**src/design/host_command_mailbox_map.vh**
```
`ifndef HOST_COMMAND_MAILBOX_MAP_VH
`define HOST_COMMAND_MAILBOX_MAP_VH

// Word bit n in big-endian numbering is vector bit 31-n
`define MBX_OWN_BIT 31
`define MBX_OPC_HI 30
`define MBX_OPC_LO 24
`define MBX_ERR_BIT 23
`define MBX_OPT_HI 22
`define MBX_OPT_LO 16
`define MBX_DATA_HI 15
`define MBX_DATA_LO 0

// Option field positions (option vector bit 0 is word bit 15)
`define OPT_RW 0
`define OPT_HALF 1
`define OPT_SIZE_LO 2
`define OPT_SIZE_HI 3
`define OPT_VSEL_LO 3
`define OPT_VSEL_HI 4

// Reset values
`define MBX_CLEAR_VALUE 32'h00000000
`define MBX_READY_PATTERN 32'h80525354

// Opcodes
`define OPC_VREG 7'h01
`define OPC_MEM_INIT 7'h02
`define OPC_MEM_RW 7'h03
`define OPC_CHECKSUM 7'h04
`define OPC_MEM_SIZE 7'h05
`define OPC_FW_QUERY 7'h06
`define OPC_EXEC 7'h07

// Error codes
`define ERR_BAD_SIZE 16'h0001
`define ERR_BAD_OPCODE 16'h0002

// Access sizes
`define SIZE_8 2'h0
`define SIZE_16 2'h1
`define SIZE_32 2'h2

// Virtual register selects
`define VSEL_A 2'h0
`define VSEL_B 2'h1

// Memory size query answers and firmware revision (arbitrary defaults)
`define RAM_ACTUAL_BEGIN 32'h00000000
`define RAM_ACTUAL_END 32'h01FFFFFF
`define RAM_AVAIL_BEGIN 32'h00100000
`define RAM_AVAIL_END 32'h01EFFFFF
`define FW_MAJOR 8'h01
`define FW_MINOR 8'h00

`endif

```
**src/design/host_command_mailbox.v**
```verilog
`timescale 1ns/1ns
`default_nettype none
`include "host_command_mailbox_map.vh"

module host_command_mailbox
(
	// Clock and reset
	input wire clk,
	input wire sys_rst,
	// Host side of the scratch word
	input wire host_wr_en,
	input wire [31:0] host_wr_data,
	output reg [31:0] command_response_word,
	// Local bus access
	output reg mem_req,
	output reg mem_we,
	output reg [1:0] mem_size,
	output reg [31:0] mem_addr,
	output reg [31:0] mem_wdata,
	input wire mem_ack,
	input wire [31:0] mem_rdata,
	// Transfer of control
	output reg exec_start,
	output reg [31:0] exec_addr,
	output reg [31:0] exec_arg
);

	localparam [6:0] ST_INIT = 7'h01;
	localparam [6:0] ST_IDLE = 7'h02;
	localparam [6:0] ST_EXEC = 7'h04;
	localparam [6:0] ST_MEM = 7'h08;
	localparam [6:0] ST_FIN = 7'h10;
	localparam [6:0] ST_DONE = 7'h20;
	localparam [6:0] ST_HALT = 7'h40;

	reg [6:0] state_reg;
	reg [6:0] opcode_reg;
	reg [6:0] options_reg;
	reg [15:0] result_reg;
	reg err_reg;
	reg [31:0] count_reg;
	reg vwr_en;
	reg [1:0] vwr_sel;
	reg [1:0] vwr_half;
	reg [31:0] vwr_data;
	reg [31:0] read_ext;
	reg [31:0] step;
	wire [31:0] virtual_reg_a;
	wire [31:0] virtual_reg_b;
	wire [31:0] virtual_reg_c;
	wire [31:0] virtual_reg_d;
	wire [31:0] vreg_sel;
	wire [1:0] size_code;

	virtual_reg_file u_vregs
	(
		.clk(clk),
		.sys_rst(sys_rst),
		.wr_en(vwr_en),
		.wr_sel(vwr_sel),
		.wr_half_en(vwr_half),
		.wr_data(vwr_data),
		.virtual_reg_a(virtual_reg_a),
		.virtual_reg_b(virtual_reg_b),
		.virtual_reg_c(virtual_reg_c),
		.virtual_reg_d(virtual_reg_d)
	);

	assign size_code = options_reg[`OPT_SIZE_HI:`OPT_SIZE_LO];
	assign vreg_sel = (options_reg[`OPT_VSEL_HI:`OPT_VSEL_LO] == 2'h0) ? virtual_reg_a :
		(options_reg[`OPT_VSEL_HI:`OPT_VSEL_LO] == 2'h1) ? virtual_reg_b :
		(options_reg[`OPT_VSEL_HI:`OPT_VSEL_LO] == 2'h2) ? virtual_reg_c : virtual_reg_d;

	// Zero-extended read data and address step for the current access size
	always @*
	begin
		case (mem_size)
			`SIZE_8:
			begin
				read_ext = {24'h000000, mem_rdata[7:0]};
				step = 32'h00000001;
			end
			`SIZE_16:
			begin
				read_ext = {16'h0000, mem_rdata[15:0]};
				step = 32'h00000002;
			end
			default:
			begin
				read_ext = mem_rdata;
				step = 32'h00000004;
			end
		endcase
	end

	// Virtual register write port, one write per cycle
	always @*
	begin
		vwr_en = 1'b0;
		vwr_sel = `VSEL_A;
		vwr_half = 2'h3;
		vwr_data = 32'h00000000;
		case (state_reg)
			ST_EXEC:
			begin
				if (opcode_reg == `OPC_VREG && options_reg[`OPT_RW])
				begin
					vwr_en = 1'b1;
					vwr_sel = options_reg[`OPT_VSEL_HI:`OPT_VSEL_LO];
					vwr_half = options_reg[`OPT_HALF] ? 2'h2 : 2'h1;
					vwr_data = {result_reg, result_reg};
				end
				else if (opcode_reg == `OPC_MEM_SIZE)
				begin
					vwr_en = 1'b1;
					vwr_sel = `VSEL_B;
					case ({options_reg[`OPT_RW], options_reg[`OPT_HALF]})
						2'h0: vwr_data = `RAM_ACTUAL_BEGIN;
						2'h1: vwr_data = `RAM_ACTUAL_END;
						2'h2: vwr_data = `RAM_AVAIL_BEGIN;
						default: vwr_data = `RAM_AVAIL_END;
					endcase
				end
			end
			ST_MEM:
			begin
				// Memory reads land zero-extended in the second register
				if (opcode_reg == `OPC_MEM_RW && mem_ack && !mem_we)
				begin
					vwr_en = 1'b1;
					vwr_sel = `VSEL_B;
					vwr_data = read_ext;
				end
			end
			ST_FIN:
			begin
				// Auto-increment runs a cycle later to avoid a port clash with the read
				if (options_reg[`OPT_HALF])
				begin
					vwr_en = 1'b1;
					vwr_sel = `VSEL_A;
					vwr_data = virtual_reg_a + step;
				end
			end
			default:
			begin
				vwr_en = 1'b0;
			end
		endcase
	end

	// Command sequencer
	always @(posedge clk)
	begin
		if (sys_rst)
		begin
			command_response_word <= `MBX_CLEAR_VALUE;
			state_reg <= ST_INIT;
			opcode_reg <= 7'h00;
			options_reg <= 7'h00;
			result_reg <= 16'h0000;
			err_reg <= 1'b0;
			count_reg <= 32'h00000000;
			mem_req <= 1'b0;
			mem_we <= 1'b0;
			mem_size <= `SIZE_8;
			mem_addr <= 32'h00000000;
			mem_wdata <= 32'h00000000;
			exec_start <= 1'b0;
			exec_addr <= 32'h00000000;
			exec_arg <= 32'h00000000;
		end
		else
		begin
			exec_start <= 1'b0;
			case (state_reg)
				ST_INIT:
				begin
					command_response_word <= `MBX_READY_PATTERN;
					state_reg <= ST_IDLE;
				end
				ST_IDLE:
				begin
					// host writes accepted only while it owns the word
					if (host_wr_en && command_response_word[`MBX_OWN_BIT])
						command_response_word <= host_wr_data;
					// a cleared flag marks a pending command
					else if (!command_response_word[`MBX_OWN_BIT])
					begin
						opcode_reg <= command_response_word[`MBX_OPC_HI:`MBX_OPC_LO];
						options_reg <= command_response_word[`MBX_OPT_HI:`MBX_OPT_LO];
						result_reg <= command_response_word[`MBX_DATA_HI:`MBX_DATA_LO];
						err_reg <= 1'b0;
						state_reg <= ST_EXEC;
					end
				end
				ST_EXEC:
				begin
					state_reg <= ST_DONE;
					case (opcode_reg)
						`OPC_VREG:
						begin
							// lower half is word bits 16 to 31
							if (!options_reg[`OPT_RW])
								result_reg <= options_reg[`OPT_HALF] ? vreg_sel[31:16] :
									vreg_sel[15:0];
						end
						`OPC_MEM_INIT:
						begin
							mem_we <= 1'b1;
							mem_size <= `SIZE_8;
							mem_addr <= virtual_reg_a;
							mem_wdata <= {24'h000000, result_reg[7:0]};
							count_reg <= virtual_reg_b;
							if (virtual_reg_b != 32'h00000000)
							begin
								mem_req <= 1'b1;
								state_reg <= ST_MEM;
							end
						end
						`OPC_MEM_RW:
						begin
							if (size_code == 2'h3)
							begin
								err_reg <= 1'b1;
								result_reg <= `ERR_BAD_SIZE;
							end
							else
							begin
								// any local address may be reached
								mem_req <= 1'b1;
								mem_we <= options_reg[`OPT_RW];
								mem_size <= size_code;
								mem_addr <= virtual_reg_a;
								mem_wdata <= (size_code == `SIZE_32) ?
									{virtual_reg_b[31:16], result_reg} : {16'h0000, result_reg};
								state_reg <= ST_MEM;
							end
						end
						`OPC_MEM_SIZE:
						begin
							result_reg <= result_reg;
						end
						`OPC_FW_QUERY:
						begin
							result_reg <= {`FW_MAJOR, `FW_MINOR};
						end
						`OPC_EXEC:
						begin
							// Control leaves for good, so ownership stays clear
							exec_start <= 1'b1;
							exec_addr <= virtual_reg_a;
							exec_arg <= virtual_reg_c;
							state_reg <= ST_HALT;
						end
						default:
						begin
							err_reg <= 1'b1;
							result_reg <= `ERR_BAD_OPCODE;
						end
					endcase
				end
				ST_MEM:
				begin
					if (mem_ack)
					begin
						if (opcode_reg == `OPC_MEM_INIT)
						begin
							count_reg <= count_reg - 32'h00000001;
							mem_addr <= mem_addr + 32'h00000001;
							if (count_reg == 32'h00000001)
							begin
								mem_req <= 1'b0;
								state_reg <= ST_DONE;
							end
						end
						else
						begin
							mem_req <= 1'b0;
							if (!mem_we)
								result_reg <= read_ext[15:0];
							state_reg <= ST_FIN;
						end
					end
				end
				ST_FIN:
				begin
					state_reg <= ST_DONE;
				end
				ST_DONE:
				begin
					// result written together with ownership return
					// error flag 0 pass, 1 fail
					command_response_word <= {1'b1, opcode_reg, err_reg, options_reg, result_reg};
					state_reg <= ST_IDLE;
				end
				ST_HALT:
				begin
					state_reg <= ST_HALT;
				end
				default:
				begin
					state_reg <= ST_IDLE;
				end
			endcase
		end
	end

endmodule // host_command_mailbox

`default_nettype wire

```
**src/design/virtual_reg_file.v**
```verilog
`timescale 1ns/1ns
`default_nettype none

module virtual_reg_file
(
	// Clock and reset
	input wire clk,
	input wire sys_rst,
	// Write port
	input wire wr_en,
	input wire [1:0] wr_sel,
	input wire [1:0] wr_half_en,
	input wire [31:0] wr_data,
	// Contents
	output wire [31:0] virtual_reg_a,
	output wire [31:0] virtual_reg_b,
	output wire [31:0] virtual_reg_c,
	output wire [31:0] virtual_reg_d
);

	reg [31:0] vreg [0:3];
	genvar i;

	// One storage word per virtual register, halves written separately
	generate
		for (i = 0; i < 4; i = i + 1)
		begin : g_vreg
			always @(posedge clk)
			begin
				if (sys_rst)
					vreg[i] <= 32'h00000000;
				else if (wr_en && (wr_sel == i))
				begin
					if (wr_half_en[1])
						vreg[i][31:16] <= wr_data[31:16];
					if (wr_half_en[0])
						vreg[i][15:0] <= wr_data[15:0];
				end
			end
		end
	endgenerate

	assign virtual_reg_a = vreg[0];
	assign virtual_reg_b = vreg[1];
	assign virtual_reg_c = vreg[2];
	assign virtual_reg_d = vreg[3];

endmodule // virtual_reg_file

`default_nettype wire

```
**config.mk**
```make
export PLATFORM = sky130hd
export DESIGN_NAME = host_command_mailbox
export DESIGN_NICKNAME = d
export VERILOG_FILES = /design/src/design/host_command_mailbox.v /design/src/design/virtual_reg_file.v
export VERILOG_INCLUDE_DIRS = /design/src /design/src/design
export SDC_FILE = /design/constraint.sdc
export NUM_CORES = 1
export LEC_CHECK = 0
export BUFFER_PORTS_ARGS = -buffer_cell sky130_fd_sc_hd__buf_4
export CORE_ASPECT_RATIO = 0.5
export CORE_UTILIZATION = 30
export CTS_BUF_LIST = sky130_fd_sc_hd__clkbuf_16
export DETAILED_ROUTE_END_ITERATION = 12
export GPL_ROUTABILITY_DRIVEN = 0
export PLACE_DENSITY_LB_ADDON = 0.12
export SYNTH_ARGS = -nofsm -noshare
export SYNTH_HDL_FRONTEND = slang
export SYNTH_HIERARCHICAL = 1
export SYNTH_SLANG_ARGS = --single-unit
```
**constraint.sdc**
```tcl
create_clock -name clk -period 4.7 [get_ports clk]
set_clock_uncertainty 0.1 [all_clocks]
set_input_delay 1.175 -clock clk [delete_from_list [all_inputs] [get_ports clk]]
set_output_delay 1.175 -clock clk [all_outputs]
set_load 0.05 [all_outputs]
```
==> flow_metrics.py <==
metrics = {
    "outcome": {
        "status": "finished clean",
    },
    "pwr": {
        "p_int_mw": 5.16,
        "pwr-share-clk": 0.431,
        "power.density_mw_per_mm2": 322,
        "seq_power_share": 0.495,
        "p_sw_mw": 1.86,
        "combPwrFrac": 0.073,
        "power.leakage_nw": 8.00,
        "ir_drop_mv": 0.279,
        "sw_frac_of_total": 0.265,
    },
    "route": {
        "drc": 0,
        "via_per_inst": 5.63,
        "routed_wirelength_um": 77800,
        "wire_per_inst_um": 26.1,
        "vias": 16800,
        "first_iter_violations": 1975,
        "drtPass1Iterations": 5,
        "postRouteAntennaNets": 0,
    },
    "critical_path": {
        "slowest_delay_ns": 0.73,
        "crit_path_max_fanout": 17,
        "rr_worst_depth": 7,
        "reg2reg_setup_slack_ns": 0.56,
        "critPathRequiredTime_ns": 4.79,
        "crit_chain": "or4_1 -> or3_1 -> o21ai_0 -> nand2_1 -> nand3_1 -> and3b_1 -> a21o_1",
        "start_kind": "register",
        "critical_path_class": "register to register",
        "cp-end-kind": "register",
        "cpMaxStageDelayCell": "a21o_1",
        "timing.rr.start": "opcode_reg[3]$_SDFFE_PP0P_",
        "r2r-end": "u_vregs/vreg[2][23]$_SDFFCE_PN0P_",
        "critPathArrivalTime_ns": 4.22,
    },
    "job": {
        "drv_cap": 0,
    },
    "synth": {
        "avgSynthCellArea_um2": 9.10,
        "syn_inst": 1987,
        "synth_edf_count": 128,
        "ys_seq_area_frac": 0.473,
        "ys_types": 78,
        "synth_nets": 2064,
        "synthFlopType": "dfxtp_1",
        "async_flop_share": 0,
        "yosys_warnings": 6,
        "netlist_area_mm2": 0.0181,
        "ys_seq_elements": 363,
    },
    "final_layout": {
        "nets": 2216,
        "multi_input_area_mm2": 0.00881,
        "fin_util": 0.367,
        "drive_above_1_share": 0.190,
        "largest_reg_flops": 128,
        "n_fill_cell": 6071,
        "top_register": "u_vregs/vreg",
        "ff_latch_area_mm2": 0.00855,
        "area_delta_synth_final_pct": 20.5,
    },
    "hold_path": {
        "hold_path_end": "exec_arg[30]$_SDFFE_PP0P_",
        "hp-start": "exec_arg[30]$_SDFFE_PP0P_",
        "hold_depth": 2,
        "hold_path.class": "register to register",
    },
    "timing": {
        "rsz0062_at_grt": "no",
        "slew_violations": 0,
        "setup_viol": 0,
        "whs_ns": 0.355,
        "final.setup.tns_ns": 0,
        "worst_pin_slew_ns": 1.09,
        "period_minus_slack_ns": 4.14,
        "max_slew_margin": 0.271,
        "fmax_mhz": 242,
        "fin_crit_sh": 0.880,
        "hold_violations": 0,
    },
    "die": {
        "chipWidth_um": 349,
        "core_area_mm2": 0.0594,
        "io-pin-count": 233,
        "fp.dieH_um": 176,
        "initial_core_util": 0.305,
        "rows": 63,
        "die_area_mm2": 0.0613,
    },
    "clock_tree": {
        "numCtsBuffers": 38,
        "cts_buffer_depth": 3,
        "cts_hold_buf": 0,
        "cts_tree": "yes",
        "clk_latency_ns": 0.57,
        "cts_root_buffer": "clkbuf_16",
        "cts_resized": 0,
        "path_clk_slew_ns": 0.06,
        "cts_sinks": 363,
        "htree_levels": 2,
        "post_cts_buffers": 0,
    },
    "global_routing": {
        "grt_max_degree": 82,
        "grt_overflow": 0,
        "grtUsageTotal": 0.248,
        "antenna_found_initial": 7,
        "grt_pass1_vias": 15600,
        "grt_pass1_wl_um": 112000,
    },
    "place": {
        "portBuffers": 232,
        "dpl.hpwl_um": 56400,
    },
}
-- logic make-up after synthesis --
kind of cell             synth area share
flip-flops                          0.473
multiplexers                       0.0540
buffers and inverters              0.0428
AND/OR/NAND/NOR                     0.221
XOR/XNOR                           0.0145
adder cells (fa/ha/maj)           0.00664
AO/OA/AOI/OAI                       0.189
-- power by group through the flow --
stage | Clock [mW] | Sequential (mW) | Combinational [mW]
6_report | 3.03 | 3.47 | 0.513
5_1_grt | 3.22 | 3.48 | 0.544
4_1_cts | 3.10 | 3.47 | 0.514
3_5_place_dp | 0 | 3.54 | 0.512
3_3_place_gp | 0 | 3.54 | 0.509
2_1_floorplan | 0 | 3.53 | 0.235
-- worst max path at each step --
stage                               startpoint                                 to  slack [ns]  depth (start not counted)
floorplan             mem_size[1]$_SDFFE_PP0P_  u_vregs/vreg[0][24]$_SDFFCE_PN0P_        1.30                         11
CTS                 opcode_reg[3]$_SDFFE_PP0P_  u_vregs/vreg[2][23]$_SDFFCE_PN0P_        0.61                          7
global route        opcode_reg[3]$_SDFFE_PP0P_  u_vregs/vreg[2][21]$_SDFFCE_PN0P_        0.40                          7
global placement    opcode_reg[3]$_SDFFE_PP0P_  u_vregs/vreg[2][28]$_SDFFCE_PN0P_        0.63                          7
detailed placement  opcode_reg[3]$_SDFFE_PP0P_  u_vregs/vreg[2][28]$_SDFFCE_PN0P_        0.63                          7
finish              opcode_reg[3]$_SDFFE_PP0P_  u_vregs/vreg[2][23]$_SDFFCE_PN0P_        0.56                          7
-- synth_stat cells, types with 9 or more instances --
library cell,instances,area [um^2]
or3_1,9,56.3
clkbuf_1,142,533
a22oi_1,58,435
nand2_1,262,983
o21ai_0,102,510
o31ai_1,12,90.1
nand2b_1,9,56.3
mux4_2,30,676
a21oi_1,184,921
a221oi_1,23,201
xnor2_1,18,158
a21o_1,11,82.6
o21a_1,9,67.6
and3_1,120,751
mux2i_1,30,300
nand3_1,64,320
nand4_1,20,125
nor2_4,10,113
inv_1,17,63.8
nor2b_1,11,68.8
buf_2,16,80.1
dfxtp_1,235,4700
a211oi_1,50,375
nor3_1,28,140
nor2_1,180,676
a31oi_1,16,100
nor4_1,22,138
xor2_1,12,105
and2_1,12,75.1
edfxtp_1,128,3840
and4_1,11,96.3
-- worst max-delay path: cells and delay by family, from the launching register on --
family / cells / cell delay [ns]
simple gates: 5 / 2.40
compound gates: 2 / 0.91
flops: 1 / 0.34
-- metal layers --
layer | vias to the layer above | GRT usage | wire [um]
met2 | 663 | 0.355 | 32700
met4 | 2 | 0.0574 | 1630
met3 | 101 | 0.0572 | 6970
met5 | - | 0 | 13
met1 | 8370 | 0.372 | 36500
li1 | 7647 | - | -
-- final cells by class --
| type | instances | share of cell area |
|---|---|---|
| clock buffer | 38 | 0.0437 |
| clock inverter | 32 | 0.0107 |
| multi-input combinational | 1435 | 0.404 |
| sequential | 363 | 0.392 |
| timing repair buffer | 284 | 0.0992 |
| antenna | 1 | 0.000115 |
| inverter | 17 | 0.00293 |
| tap | 812 | 0.0466 |
-- layout by cell type (no fill, tap or decap), types with 58 or more instances in the layout --
cell type,count
a21oi_1,184
a22oi_1,58
and3_1,119
buf_4,281
dfxtp_1,234
edfxtp_1,128
nand2_1,262
nand3_1,63
nor2_1,178
o21ai_0,101
-- stage by stage --
stage | cells | cell area [um^2] | power [mW] | setup slack [ns]
after floorplan | 1987 | 18100 | 3.77 | 1.30
after global placement | 2911 | 20600 | 4.05 | 0.629
after detailed placement | 2911 | 20600 | 4.05 | 0.627
after CTS | 2981 | 21800 | 7.08 | 0.608
after global routing | 2981 | 21800 | 7.24 | 0.402
final | 2982 | 21800 | 7.01 | 0.565
Power figures use the tool's default switching activity.
